## src/design/fpg_map.vh

```
// Address map, field positions and reset values of the fan pulse generator.
// Assumes a 32-bit AHB-Lite data path and one 64 KB window per instance.
`ifndef FPG_MAP_VH
`define FPG_MAP_VH

// Instance windows
`define FPG_WIN_LSB        16
`define FPG_OFF_W          16

// Register byte offsets within one window
`define FPG_OFF_CTRL       16'h0000
`define FPG_OFF_DIVISOR    16'h0004
`define FPG_OFF_WIDTH      16'h0008
`define FPG_OFF_STATUS     16'h000c
`define FPG_OFF_TACH       16'h0010

// Control fields
`define FPG_CTRL_W         5
`define FPG_CTRL_EN        0
`define FPG_CTRL_SRC       1
`define FPG_CTRL_GPIO      2
`define FPG_CTRL_GOUT      3
`define FPG_CTRL_GOE       4
`define FPG_CTRL_RST       5'h00

// Status fields
`define FPG_STAT_PWM       0
`define FPG_STAT_PIN       1

// Field widths and reset values
`define FPG_DIV_W          13
`define FPG_DIV_RST        13'h0001
`define FPG_WID_W          8
`define FPG_WID_RST        8'h00
`define FPG_PRE_W          8
`define FPG_TACH_W         16

// Clocking figures
`define FPG_SYS_CLK_HZ     20000000
`define FPG_OSC_HZ         38400000
`define FPG_OSC_DIV_HZ     19200000
`define FPG_PLL_HZ         408000000
`define FPG_FAN_CLK_MAX_HZ 48000000

`endif

```

## src/design/fpg_channel.v

```verilog
// One pulse generator: fixed prescaler, period divider and width compare.
// Assumes srcTick is a one-cycle pulse on sys_clk from the selected source.
`timescale 1ns/1ps
`include "fpg_map.vh"

module fpg_channel #(
	parameter DIV_W = `FPG_DIV_W,
	parameter WID_W = `FPG_WID_W
) (
	input  wire             sys_clk,
	input  wire             resetn,
	input  wire             srcTick,
	input  wire             enable,
	input  wire [DIV_W-1:0] divisor,
	input  wire [WID_W-1:0] width,
	output reg              pwmOut
);

	reg  [`FPG_PRE_W-1:0]       preCnt_r;
	reg  [DIV_W-1:0]            divCnt_r;
	reg  [DIV_W-1:0]            divSh_r;
	reg  [WID_W-1:0]            widSh_r;
	wire [DIV_W-1:0]            divEff;
	wire                        preWrap;
	wire                        periodWrap;
	wire [DIV_W+WID_W-1:0]      position;
	wire [DIV_W+WID_W-1:0]      highLimit;

	// Zero divisor behaves as one, so the period never collapses
	assign divEff     = (divSh_r == {DIV_W{1'b0}}) ? {{(DIV_W-1){1'b0}}, 1'b1} : divSh_r;
	assign preWrap    = srcTick && (preCnt_r == {`FPG_PRE_W{1'b1}});
	assign periodWrap = preWrap && (divCnt_r == divEff - {{(DIV_W-1){1'b0}}, 1'b1});
	assign position   = {divCnt_r, preCnt_r};
	// high for width/256 of the period
	assign highLimit  = {{DIV_W{1'b0}}, widSh_r} * {{WID_W{1'b0}}, divEff};

	always @(posedge sys_clk) begin
		if (!resetn) begin
			preCnt_r <= {`FPG_PRE_W{1'b0}};
			divCnt_r <= {DIV_W{1'b0}};
			divSh_r  <= `FPG_DIV_RST;
			widSh_r  <= `FPG_WID_RST;
			pwmOut   <= 1'b0;
		end else if (!enable) begin
			// held low, settings follow live values
			preCnt_r <= {`FPG_PRE_W{1'b0}};
			divCnt_r <= {DIV_W{1'b0}};
			divSh_r  <= divisor;
			widSh_r  <= width;
			pwmOut   <= 1'b0;
		end else begin
			pwmOut <= (position < highLimit);
			if (srcTick) begin
				preCnt_r <= preCnt_r + {{(`FPG_PRE_W-1){1'b0}}, 1'b1};
			end
			if (periodWrap) begin
				divCnt_r <= {DIV_W{1'b0}};
				divSh_r  <= divisor;
				widSh_r  <= width;
			end else if (preWrap) begin
				divCnt_r <= divCnt_r + {{(DIV_W-1){1'b0}}, 1'b1};
			end
		end
	end

endmodule // fpg_channel

```

## src/design/fpg_top.v

```verilog
// Fan pulse generator: AHB-Lite register slave and several pulse instances.
// Assumes source ticks come from sys_clk logic; pins and tach are async.
//
// The register addresses and the AHB-Lite slave port were left to the implementer.
`timescale 1ns/1ps
`include "fpg_map.vh"

// Summary of operation
// - Each instance drives one pulse output and the instances run independently.
// - Each instance answers in its own 64 KB address window.
// - A 13-bit software divisor sets the output period after the prescaler.
// - An 8-bit width value sets the high part of each period.
// - The source clock first passes a fixed divide-by-256 stage feeding the divider.
// - The source is selectable between the oscillator-derived and the fixed PLL clock.
// - After reset the oscillator-derived source is selected.
// - The fastest source with divisor one gives the highest rate, larger divisors lower it.
// - Each instance holds a programmable divider and a width generator on its output.
// - For fan use the block clock set by the clock controller stays at or below 48 MHz.
// - Each pulse output shares its pin with a general purpose I/O function.
// - A tachometer input per instance counts fan pulses beside the drive.
module fpg_top #(
	parameter NUM_INST = 3,
	parameter IDX_W    = 2,
	parameter DIV_W    = `FPG_DIV_W,
	parameter WID_W    = `FPG_WID_W,
	parameter TACH_W   = `FPG_TACH_W
) (
	input  wire                sys_clk,
	input  wire                resetn,
	input  wire                hsel,
	input  wire [31:0]         haddr,
	input  wire [1:0]          htrans,
	input  wire                hwrite,
	input  wire [2:0]          hsize,
	input  wire [31:0]         hwdata,
	input  wire                hready,
	output reg  [31:0]         hrdata,
	output reg                 hreadyout,
	output reg                 hresp,
	input  wire                crystalOscClockTick,
	input  wire                fixedPllClockTick,
	input  wire [NUM_INST-1:0] pulsePinIn,
	output reg  [NUM_INST-1:0] pulsePinOut,
	output reg  [NUM_INST-1:0] pulsePinOe,
	input  wire [NUM_INST-1:0] tachIn
);

	// Per-instance software state
	reg  [`FPG_CTRL_W-1:0] ctrl_r    [0:NUM_INST-1];
	reg  [DIV_W-1:0]       divisor_r [0:NUM_INST-1];
	reg  [WID_W-1:0]       width_r   [0:NUM_INST-1];
	reg  [TACH_W-1:0]      tach_r    [0:NUM_INST-1];

	// Data-phase state of the bus
	reg                    wrPend_r;
	reg  [IDX_W-1:0]       wrIdx_r;
	reg  [`FPG_OFF_W-1:0]  wrOff_r;

	// Synchronised pin levels
	reg  [NUM_INST-1:0]    pinS1_r;
	reg  [NUM_INST-1:0]    pinS2_r;
	reg  [NUM_INST-1:0]    pinS3_r;
	reg  [NUM_INST-1:0]    pinLvl_r;
	reg  [NUM_INST-1:0]    tachS1_r;
	reg  [NUM_INST-1:0]    tachS2_r;
	reg  [NUM_INST-1:0]    tachS3_r;
	reg  [NUM_INST-1:0]    tachLvl_r;

	wire [NUM_INST-1:0]    pwmLevel;
	wire [NUM_INST-1:0]    tachRise;
	wire                   addrPhase;
	wire [IDX_W-1:0]       aIdx;
	wire [`FPG_OFF_W-1:0]  aOff;
	reg  [31:0]            rdMux;

	assign addrPhase = hsel && hready && htrans[1];
	// window select from the address bits above 64 KB
	assign aIdx      = haddr[`FPG_WIN_LSB+IDX_W-1:`FPG_WIN_LSB];
	assign aOff      = haddr[`FPG_OFF_W-1:0];

	// Bus handshake: zero wait states, always OKAY
	always @(posedge sys_clk) begin
		if (!resetn) begin
			hreadyout <= 1'b0;
			hresp     <= 1'b0;
		end else begin
			hreadyout <= 1'b1;
			hresp     <= 1'b0;
		end
	end

	// Address phase capture for writes
	always @(posedge sys_clk) begin
		if (!resetn) begin
			wrPend_r <= 1'b0;
			wrIdx_r  <= {IDX_W{1'b0}};
			wrOff_r  <= {`FPG_OFF_W{1'b0}};
		end else if (hready) begin
			wrPend_r <= addrPhase && hwrite;
			wrIdx_r  <= aIdx;
			wrOff_r  <= aOff;
		end
	end

	// Read mux on the address phase; unmapped offsets read zero
	always @* begin : rdSel
		integer k;
		k     = 0;
		rdMux = 32'h0000_0000;
		for (k = 0; k < NUM_INST; k = k + 1) begin
			if (aIdx == k[IDX_W-1:0]) begin
				case (aOff)
					`FPG_OFF_CTRL: begin
						rdMux[`FPG_CTRL_W-1:0] = ctrl_r[k];
					end
					`FPG_OFF_DIVISOR: begin
						rdMux[DIV_W-1:0] = divisor_r[k];
					end
					`FPG_OFF_WIDTH: begin
						rdMux[WID_W-1:0] = width_r[k];
					end
					`FPG_OFF_STATUS: begin
						rdMux[`FPG_STAT_PWM] = pwmLevel[k];
						rdMux[`FPG_STAT_PIN] = pinLvl_r[k];
					end
					`FPG_OFF_TACH: begin
						rdMux[TACH_W-1:0] = tach_r[k];
					end
					default: begin
						rdMux = 32'h0000_0000;
					end
				endcase
			end
		end
	end

	// Read data registered so it stands through the data phase
	always @(posedge sys_clk) begin
		if (!resetn) begin
			hrdata <= 32'h0000_0000;
		end else if (addrPhase && !hwrite) begin
			hrdata <= rdMux;
		end
	end

	// Three-stage sampling of asynchronous pins
	always @(posedge sys_clk) begin
		if (!resetn) begin
			pinS1_r   <= {NUM_INST{1'b0}};
			pinS2_r   <= {NUM_INST{1'b0}};
			pinS3_r   <= {NUM_INST{1'b0}};
			tachS1_r  <= {NUM_INST{1'b0}};
			tachS2_r  <= {NUM_INST{1'b0}};
			tachS3_r  <= {NUM_INST{1'b0}};
		end else begin
			pinS1_r   <= pulsePinIn;
			pinS2_r   <= pinS1_r;
			pinS3_r   <= pinS2_r;
			tachS1_r  <= tachIn;
			tachS2_r  <= tachS1_r;
			tachS3_r  <= tachS2_r;
		end
	end

	genvar g;
	generate
		for (g = 0; g < NUM_INST; g = g + 1) begin : inst
			localparam [IDX_W-1:0] INST_IDX = g;
			wire                   writeHere;
			wire                   srcTick;

			assign writeHere = wrPend_r && (wrIdx_r == INST_IDX);

			// A level change counts only once stages two and three agree
			always @(posedge sys_clk) begin
				if (!resetn) begin
					pinLvl_r[g]  <= 1'b0;
					tachLvl_r[g] <= 1'b0;
				end else begin
					if (pinS2_r[g] == pinS3_r[g]) begin
						pinLvl_r[g] <= pinS3_r[g];
					end
					if (tachS2_r[g] == tachS3_r[g]) begin
						tachLvl_r[g] <= tachS3_r[g];
					end
				end
			end

			assign tachRise[g] = (tachS2_r[g] == tachS3_r[g]) && tachS3_r[g] && !tachLvl_r[g];

			// Software registers of this window
			always @(posedge sys_clk) begin
				if (!resetn) begin
					ctrl_r[g]    <= `FPG_CTRL_RST;
					divisor_r[g] <= `FPG_DIV_RST;
					width_r[g]   <= `FPG_WID_RST;
				end else if (writeHere) begin
					case (wrOff_r)
						`FPG_OFF_CTRL: begin
							ctrl_r[g] <= hwdata[`FPG_CTRL_W-1:0];
						end
						`FPG_OFF_DIVISOR: begin
							divisor_r[g] <= hwdata[DIV_W-1:0];
						end
						`FPG_OFF_WIDTH: begin
							width_r[g] <= hwdata[WID_W-1:0];
						end
						default: begin
							ctrl_r[g] <= ctrl_r[g];
						end
					endcase
				end
			end

			// tach edge count; a clearing write restarts the count at one if an edge comes in the same cycle
			always @(posedge sys_clk) begin
				if (!resetn) begin
					tach_r[g] <= {TACH_W{1'b0}};
				end else if (writeHere && (wrOff_r == `FPG_OFF_TACH)) begin
					tach_r[g] <= {{(TACH_W-1){1'b0}}, tachRise[g]};
				end else if (tachRise[g]) begin
					tach_r[g] <= tach_r[g] + {{(TACH_W-1){1'b0}}, 1'b1};
				end
			end

			// source select between oscillator and PLL ticks
			// tick rate stays within the fan clock limit
			assign srcTick = ctrl_r[g][`FPG_CTRL_SRC] ? fixedPllClockTick
			                                         : crystalOscClockTick;

			// rate falls as the divisor grows
			fpg_channel #(
				.DIV_W (DIV_W),
				.WID_W (WID_W)
			) u_chan (
				.sys_clk (sys_clk),
				.resetn  (resetn),
				.srcTick (srcTick),
				.enable  (ctrl_r[g][`FPG_CTRL_EN]),
				.divisor (divisor_r[g]),
				.width   (width_r[g]),
				.pwmOut  (pwmLevel[g])
			);

			// pin shared with general purpose I/O
			always @(posedge sys_clk) begin
				if (!resetn) begin
					pulsePinOut[g] <= 1'b0;
					pulsePinOe[g]  <= 1'b0;
				end else if (ctrl_r[g][`FPG_CTRL_GPIO]) begin
					pulsePinOut[g] <= ctrl_r[g][`FPG_CTRL_GOUT];
					pulsePinOe[g]  <= ctrl_r[g][`FPG_CTRL_GOE];
				end else begin
					// Pulse mode drives always, so the load sees a firm low when idle
					pulsePinOut[g] <= pwmLevel[g];
					pulsePinOe[g]  <= 1'b1;
				end
			end
		end
	endgenerate

endmodule // fpg_top

```

## config.mk

```make
export PLATFORM = sky130hd
export DESIGN_NAME = fpg_top
export DESIGN_NICKNAME = d
export VERILOG_FILES = /design/src/design/fpg_channel.v /design/src/design/fpg_top.v
export VERILOG_INCLUDE_DIRS = /design/src /design/src/design
export SDC_FILE = /design/constraint.sdc
export NUM_CORES = 1
export LEC_CHECK = 0
export ABC_AREA = 1
export ABC_CLOCK_PERIOD_IN_PS = 6900
export BUFFER_PORTS_ARGS = -buffer_cell sky130_fd_sc_hd__buf_2
export CAP_MARGIN = 30
export CELL_PAD_IN_SITES_DETAIL_PLACEMENT = 0
export CELL_PAD_IN_SITES_GLOBAL_PLACEMENT = 1
export CORE_MARGIN = 5
export CORE_UTILIZATION = 47
export CTS_CLUSTER_SIZE = 25
export DETAILED_ROUTE_END_ITERATION = 10
export GPL_ROUTABILITY_DRIVEN = 0
export PLACE_DENSITY_LB_ADDON = 0.1
export SLEW_MARGIN = 20
export SYNTH_ARGS = -nofsm -noshare
export SYNTH_HDL_FRONTEND = slang
export SYNTH_SLANG_ARGS = --single-unit
```

## constraint.sdc

```tcl
create_clock -name sys_clk -period 6.9 [get_ports sys_clk]
set_input_delay 0.69 -clock sys_clk [delete_from_list [all_inputs] [get_ports sys_clk]]
set_output_delay 0.69 -clock sys_clk [all_outputs]
set_load 0.05 [all_outputs]
```

==> results of run 1 <==
-- kinds of logic (layout without fill, tap and decap cells) --
| family | after synthesis | in the layout | share of synthesized area, % |
|---|---|---|---|
| xor+xnor | 109 | 109 | 3.52 |
| buf+inv | 927 | 970 | 13.2 |
| compound gates | 445 | 445 | 8.59 |
| fa+ha+maj | 396 | 396 | 23.1 |
| simple gates | 1566 | 1566 | 24.1 |
| other cells | 1 | 17 | 0.0134 |
| flops | 321 | 321 | 27.5 |
-- registers in the layout (all words and copies together), names as in the netlist --
name / count
width_r: 24
hrdata: 16
pinS3_r: 3
inst.u_chan.preCnt_r: 24
inst.u_chan.widSh_r: 24
pulsePinOut: 3
tachS2_r: 3
wrPend_r: 1
pinS2_r: 3
inst.u_chan.pwmOut: 3
tachS1_r: 3
ctrl_r: 15
wrIdx_r: 2
pinLvl_r: 3
tachLvl_r: 3
divisor_r: 39
pinS1_r: 3
tach_r: 48
hreadyout: 1
pulsePinOe: 3
tachS3_r: 3
wrOff_r: 16
inst.u_chan.divCnt_r: 39
inst.u_chan.divSh_r: 39
-- critical path, delay by kind of cell (launching register included) --
family,cells,cell delay [ns]
DFF,1,0.44
and+or+nand+nor,11,1.37
xor gates and xnor gates,1,0.13
buffers and inverters,3,0.14
adders and majority gates,6,2.71
AOI/OAI and AO/OA,7,1.49
-- power by group --
group	total [W]	internal (W)	switching, W	leakage, nW
clock network	0.00212	0.00121	0.000904	0.642
logic	0.000811	0.000277	0.000534	12.2
registers	0.00210	0.00203	0.0000736	2.90
-- metrics by stage --
step	setup WS, ns	cells	utilization [%]
global route	0.0309	4597	51.3
finish	0.535	4597	51.3
floorplan	1.36	3781	-
CTS	0.485	4597	51.3
detailed placement	0.527	4523	49.1
global placement	0.597	4519	49.0
-- timing repair --
action / CTS / global route
hold buffers: 0 / 0
setup endpoints to repair: 0 / 2
gates resized for setup: 0 / 2
-- per-layer routing --
layer  GRT usage (%)  share of wire (%)  vias to the layer above
li1                -                  -                    11700
met4            5.69                2.2                        0
met2            40.0                 48                      511
met3            2.92                4.9                      114
met1            33.0                 45                    11400
met5               0                  0                        -
-- cells in the final DEF (no fill, tap or decap), types with 124 or more instances in the layout --
| cell type | Yosys | layout |
|---|---|---|
| nand2_1 | 825 | 825 |
| ha_1 | 198 | 198 |
| nor2_1 | 383 | 383 |
| inv_1 | 769 | 769 |
| dfxtp_1 | 195 | 195 |
| fa_1 | 198 | 198 |
| edfxtp_1 | 126 | 126 |
| nand3_1 | 154 | 154 |
| a21oi_1 | 241 | 241 |
| o21ai_0 | 129 | 124 |
-- cell type report --
cell class	count	area, um2	area share (%)
Clock inverter	17	184	0.608
Inverter	778	2920	9.66
Tap cell	773	967	3.20
Timing Repair Buffer	118	728	2.41
Sequential cell	321	7690	25.4
Clock buffer	57	1150	3.79
Multi-Input combinational cell	2533	16600	54.9
-- path summary, 6_finish.rpt --
| kind | slack (ns) | end | startpoint |
|---|---|---|---|
| max | 0.53 | inst[0].u_chan.pwmOut$_SDFF_PN0_ | inst[0].u_chan.divSh_r[11]$_SDFFE_PN0P_ |
| max reg2reg | 0.53 | inst[0].u_chan.pwmOut$_SDFF_PN0_ | inst[0].u_chan.divSh_r[11]$_SDFFE_PN0P_ |
| min reg2reg | 0.41 | tachS2_r[2]$_SDFF_PN0_ | tachS1_r[2]$_SDFF_PN0_ |
| min | 0.28 | tachS1_r[2]$_SDFF_PN0_ | tachIn[2] |
==> impl_metrics.py, run 1 <==
metrics = {
    "global_routing": {
        "grt_pass1_vias": 23500,
        "grt_pass1_wl_um": 124000,
        "grt_overflow_total": 0,
        "antenna_found_initial": 0,
        "grt_start_max_net_pins": 123,
        "grtUsageTotal_pct": 23.8,
    },
    "floorplan": {
        "rows": 89,
        "pin_count": 122,
        "coreArea_um2": 58900,
        "initial_core_util_pct": 47.4,
        "die_h_um": 254,
        "die_w_um": 254,
        "die_area_um2": 64400,
    },
    "clocking": {
        "clk_latency_ns": 0.59,
        "clk_pin_slew_ns": 0.06,
        "cts_htree_levels": 2,
        "postCtsSetupBuffers": 0,
        "cts.path.max_buffers": 3,
        "clockRootBuffer": "clkbuf_16",
        "cts.sinks": 321,
        "cts_made_buffers": 40,
        "cts_tree": "done",
    },
    "route": {
        "vias": 23700,
        "avgRoutedWirePerCell_um": 16.7,
        "routed_wl_um": 77000,
        "drtPass1Iterations": 6,
        "ant_nets": 0,
        "post-route-drc-count": 0,
        "vias_per_cell": 5.16,
        "drt-initial-drc-count": 1483,
    },
    "timing": {
        "clock_skew_ns": 0.0458,
        "rsz0062_at_grt": "no",
        "slew_violations": 0,
        "final.setup.tns_ns": 0,
        "period_minus_slack_ns": 6.37,
        "period_share_pct": 92.3,
        "setup_viol": 0,
        "holdWs_ns": 0.280,
        "max_freq_ghz": 0.157,
        "hold_violations": 0,
        "tightest_slew_ns": 0.865,
        "slew_headroom_pct": 42.2,
    },
    "synthesis": {
        "postSynthCellCount": 3765,
        "synth_edf_count": 126,
        "ys_seq_area_share_pct": 27.5,
        "yosysMostFrequentCell": "nand2_1",
        "avgSynthCellArea_um2": 7.41,
        "netlist_area_um2": 27900,
        "synth_cell_types": 59,
        "yosysWarnings": 0,
        "synth_area_leaders": "fa_1 (14%), dfxtp_1 (14%), edfxtp_1 (14%)",
        "ys_top_cells_by_count": "nand2_1 (825), inv_1 (769), nor2_1 (383)",
        "yosysTopAreaCell": "fa_1",
        "ys_ff_latch": 321,
        "async_flop_share_pct": 0,
        "yosys_most_used_dff": "dfxtp_1",
        "synth_top_area_share_pct": 14.2,
    },
    "setup_path": {
        "r2r_cells": 28,
        "endpoint_kind": "register",
        "crit_path_max_incr_delay_ns": 0.54,
        "critPathRequiredTime_ns": 7.44,
        "worstPathMaxFanout": 11,
        "critPathKind": "reg2reg",
        "critPathLaunchType": "register",
        "crit_slowest_cell": "fa_1",
        "cp_data_arrival_time_ns": 6.91,
    },
    "place": {
        "io_buffers": 67,
        "dp_hpwl_um": 59900,
        "place_area_um2": 28900,
    },
    "layout": {
        "finalInstanceArea_um2": 30200,
        "area_growth_pct": 8.34,
        "fill_cells": 5905,
        "diodes": 0,
        "drive_gt1_share_pct": 6.62,
        "nets": 4270,
    },
    "power": {
        "power_w": 0.00503,
        "peakVddDrop_mv": 0.196,
        "powerDensity_nw_per_um2": 166,
        "p_leak_nw": 15.8,
    },
    "outcome": {
        "status": "completed",
    },
    "min_path": {
        "hold_path_class": "in2reg",
        "hold_depth": 3,
    },
    "job": {
        "cap_viol_max_count": 0,
    },
}
Note: power is estimated with default switching activity, not from simulation.
==> run 2, diff against run 1 <==
--- a/config.mk
+++ b/config.mk
@@ -21,4 +21,5 @@
 export SLEW_MARGIN = 20
 export SYNTH_ARGS = -nofsm -noshare
 export SYNTH_HDL_FRONTEND = slang
+export SYNTH_HIERARCHICAL = 1
 export SYNTH_SLANG_ARGS = --single-unit
==> impl_metrics.py, run 2 <==
metrics = {
    "timing": {
        "hold_violations": 0,
        "final.setup.tns_ns": 0,
        "rsz0062_at_grt": "no",
        "setup_viol": 0,
        "tightest_slew_ns": 0.915,
        "max_freq_ghz": 0.158,
        "slew_headroom_pct": 38.6,
        "period_share_pct": 91.7,
        "period_minus_slack_ns": 6.33,
        "holdWs_ns": 0.291,
        "clock_skew_ns": 0.0247,
        "slew_violations": 0,
    },
    "clocking": {
        "cts_made_buffers": 39,
        "cts_htree_levels": 2,
        "clockRootBuffer": "clkbuf_16",
        "clk_pin_slew_ns": 0.06,
        "cts_resized": 0,
        "cts.path.max_buffers": 3,
        "cts_tree": "done",
        "postCtsSetupBuffers": 0,
        "postCtsHoldBufs": 0,
        "cts.sinks": 321,
        "clk_latency_ns": 0.58,
    },
    "route": {
        "post-route-drc-count": 0,
        "drtPass1Iterations": 6,
        "avgRoutedWirePerCell_um": 16.6,
        "vias": 24000,
        "drt-initial-drc-count": 1781,
        "vias_per_cell": 5.16,
        "routed_wl_um": 77200,
        "ant_nets": 0,
    },
    "layout": {
        "final_common_cell": "nand2_1",
        "largest_reg_flops": 48,
        "layout_common_cells": "nand2_1 (831), inv_1 (753), nor2_1 (425), nand3_1 (219), a21oi_1 (216)",
        "diodes": 0,
        "regMostFlops": "tach_r",
        "finalInstanceArea_um2": 30400,
        "drive_gt1_share_pct": 6.45,
        "nets": 4321,
        "area_growth_pct": 7.74,
    },
    "power": {
        "power_w": 0.00500,
        "powerDensity_nw_per_um2": 165,
        "pwr-share-clk_pct": 41.7,
        "peakVddDrop_mv": 0.175,
        "switching_share_pct": 29.6,
        "intPower_w": 0.00352,
        "p_seq_share_pct": 42.2,
        "switchingPower_w": 0.00148,
        "power_frac_comb_pct": 16.1,
        "p_leak_nw": 15.9,
    },
    "setup_path": {
        "critPathLaunchType": "register",
        "r2r_slack_ns": 0.57,
        "endpoint_kind": "register",
        "critPathKind": "reg2reg",
        "r2r-end": "inst[0].u_chan/pwmOut$_SDFF_PN0_",
        "worst_r2r_startpoint": "inst[0].u_chan/divSh_r[4]$_SDFFE_PN0P_",
        "critPathRequiredTime_ns": 7.37,
        "crit_end": "inst[0].u_chan/pwmOut$_SDFF_PN0_",
        "worstPathMaxFanout": 12,
        "cp_data_arrival_time_ns": 6.80,
        "r2r_cells": 27,
        "critPathLaunch": "inst[0].u_chan/divSh_r[4]$_SDFFE_PN0P_",
    },
    "synthesis": {
        "netlist_area_um2": 28200,
        "synth_cell_types": 53,
        "ys_top_cells_by_count": "nand2_1 (831), inv_1 (753), nor2_1 (426)",
        "yosysMostFrequentCell": "nand2_1",
        "ys_ff_latch": 321,
        "synth_top_area_share_pct": 14.1,
        "postSynthCellCount": 3821,
        "ys_seq_area_share_pct": 27.3,
        "synth_area_leaders": "fa_1 (14%), dfxtp_1 (14%), edfxtp_1 (13%)",
        "yosysWarnings": 6,
        "yosysTopAreaCell": "fa_1",
        "avgSynthCellArea_um2": 7.38,
        "async_flop_share_pct": 0,
        "synth_edf_count": 126,
        "yosys_most_used_dff": "dfxtp_1",
    },
    "min_path": {
        "hold_path_class": "in2reg",
    },
    "floorplan": {
        "die_h_um": 255,
        "die_area_um2": 65000,
        "rows": 89,
        "coreArea_um2": 59200,
        "pin_count": 122,
        "initial_core_util_pct": 47.6,
        "die_w_um": 255,
    },
    "global_routing": {
        "grt_pass1_wl_um": 126000,
        "grt_pass1_vias": 23800,
        "grt_overflow_total": 0,
        "antenna_found_initial": 0,
        "grtUsageTotal_pct": 23.8,
        "grt_start_max_net_pins": 94,
    },
    "outcome": {
        "status": "completed",
    },
    "place": {
        "place_area_um2": 29100,
        "io_buffers": 67,
        "dp_hpwl_um": 60300,
    },
    "job": {
        "cap_viol_max_count": 0,
    },
}
-- run 2: changes by cell type in the layout (fill, tap and decap cells not counted), moves of 7 or more --
cell | previous run | this run
o21ai_0 | 124 | 108
nor3_2 | 10 | 3
a21oi_1 | 241 | 216
nor2_1 | 383 | 425
nand4_1 | 54 | 42
nand3_2 | 24 | 15
xnor2_1 | 42 | 49
nand3_1 | 154 | 219
o21ai_1 | 17 | 6
inv_1 | 769 | 753
nor2_4 | 3 | 11
nor3_1 | 48 | 70
xor2_1 | 65 | 74
-- run 2: critical path, stage by stage (launching register included) --
cell	delay, ns
dfxtp_1	0.47
nor2_1	0.22
nand2_1	0.12
nor2_2	0.20
nand2_2	0.12
nand2_1	0.12
nand2_1	0.10
fa_1	0.52
fa_1	0.54
inv_1	0.05
fa_1	0.52
inv_1	0.05
fa_1	0.53
inv_1	0.04
ha_1	0.34
nand2_1	0.10
o21ai_0	0.25
a21oi_1	0.12
o21ai_0	0.44
nand3_1	0.13
nand2_1	0.10
xnor2_1	0.12
ha_1	0.27
a21oi_1	0.14
nor2_1	0.05
a211oi_1	0.24
o221ai_1	0.14
a211oi_1	0.16
-- run 2: final cells by class --
class,count,area (um2)
fill,5920,28900
multi-input combinational,2597,16800
sequential,321,7690
inverter,768,2880
clock buffer,50,1100
tap,773,967
timing repair buffer,116,713
clock inverter,22,196
-- run 2: kinds of logic (layout without fill, tap and decap cells) --
family | after synthesis | in the layout | share of synthesized area [%]
XOR/XNOR | 125 | 125 | 3.98
flip-flops | 321 | 321 | 27.3
buffers and inverters | 919 | 956 | 13.3
other | 1 | 17 | 0.0133
AND/OR/NAND/NOR | 1690 | 1690 | 25.7
adder cells (fa/ha/maj) | 396 | 396 | 22.8
AO/OA/AOI/OAI | 369 | 369 | 6.90
-- run 2: metrics by stage --
stage | utilization [%] | instances | worst slack (ns)
floorplan | - | 3837 | 1.40
global placement | 49.1 | 4571 | 0.662
detailed placement | 49.1 | 4574 | 0.650
CTS | 51.3 | 4646 | 0.636
global route | 51.3 | 4647 | 0.0765
finish | 51.3 | 4647 | 0.572
-- run 2: power by group through the flow --
stage	logic (W)	registers, W	clock network [W]
global placement	0.000798	0.00215	0
finish	0.000807	0.00211	0.00209
global route	0.000929	0.00212	0.00222
detailed placement	0.000809	0.00215	0
floorplan	0.000616	0.00212	0
CTS	0.000815	0.00211	0.00214
-- run 2: how the worst min path moves through the flow --
stage                                 startpoint                endpoint  slack, ns  cells past startpoint
after floorplan            pinS1_r[0]$_SDFF_PN0_   pinS2_r[0]$_SDFF_PN0_       0.39                      2
after global placement    tachS1_r[1]$_SDFF_PN0_  tachS2_r[1]$_SDFF_PN0_       0.39                      2
after detailed placement   pinS1_r[0]$_SDFF_PN0_   pinS2_r[0]$_SDFF_PN0_       0.40                      2
after CTS                              tachIn[1]  tachS1_r[1]$_SDFF_PN0_       0.27                      3
after global routing                   tachIn[1]  tachS1_r[1]$_SDFF_PN0_       0.28                      3
final                              pulsePinIn[1]   pinS1_r[1]$_SDFF_PN0_       0.29                      3
-- run 2: metal layers --
layer,global-route usage (%),vias to the layer above,routed length (um)
met5,0,-,0
met4,5.81,0,1870
met3,3.37,131,4180
met2,39.1,617,35600
met1,33.6,11400,35500
li1,-,11800,-
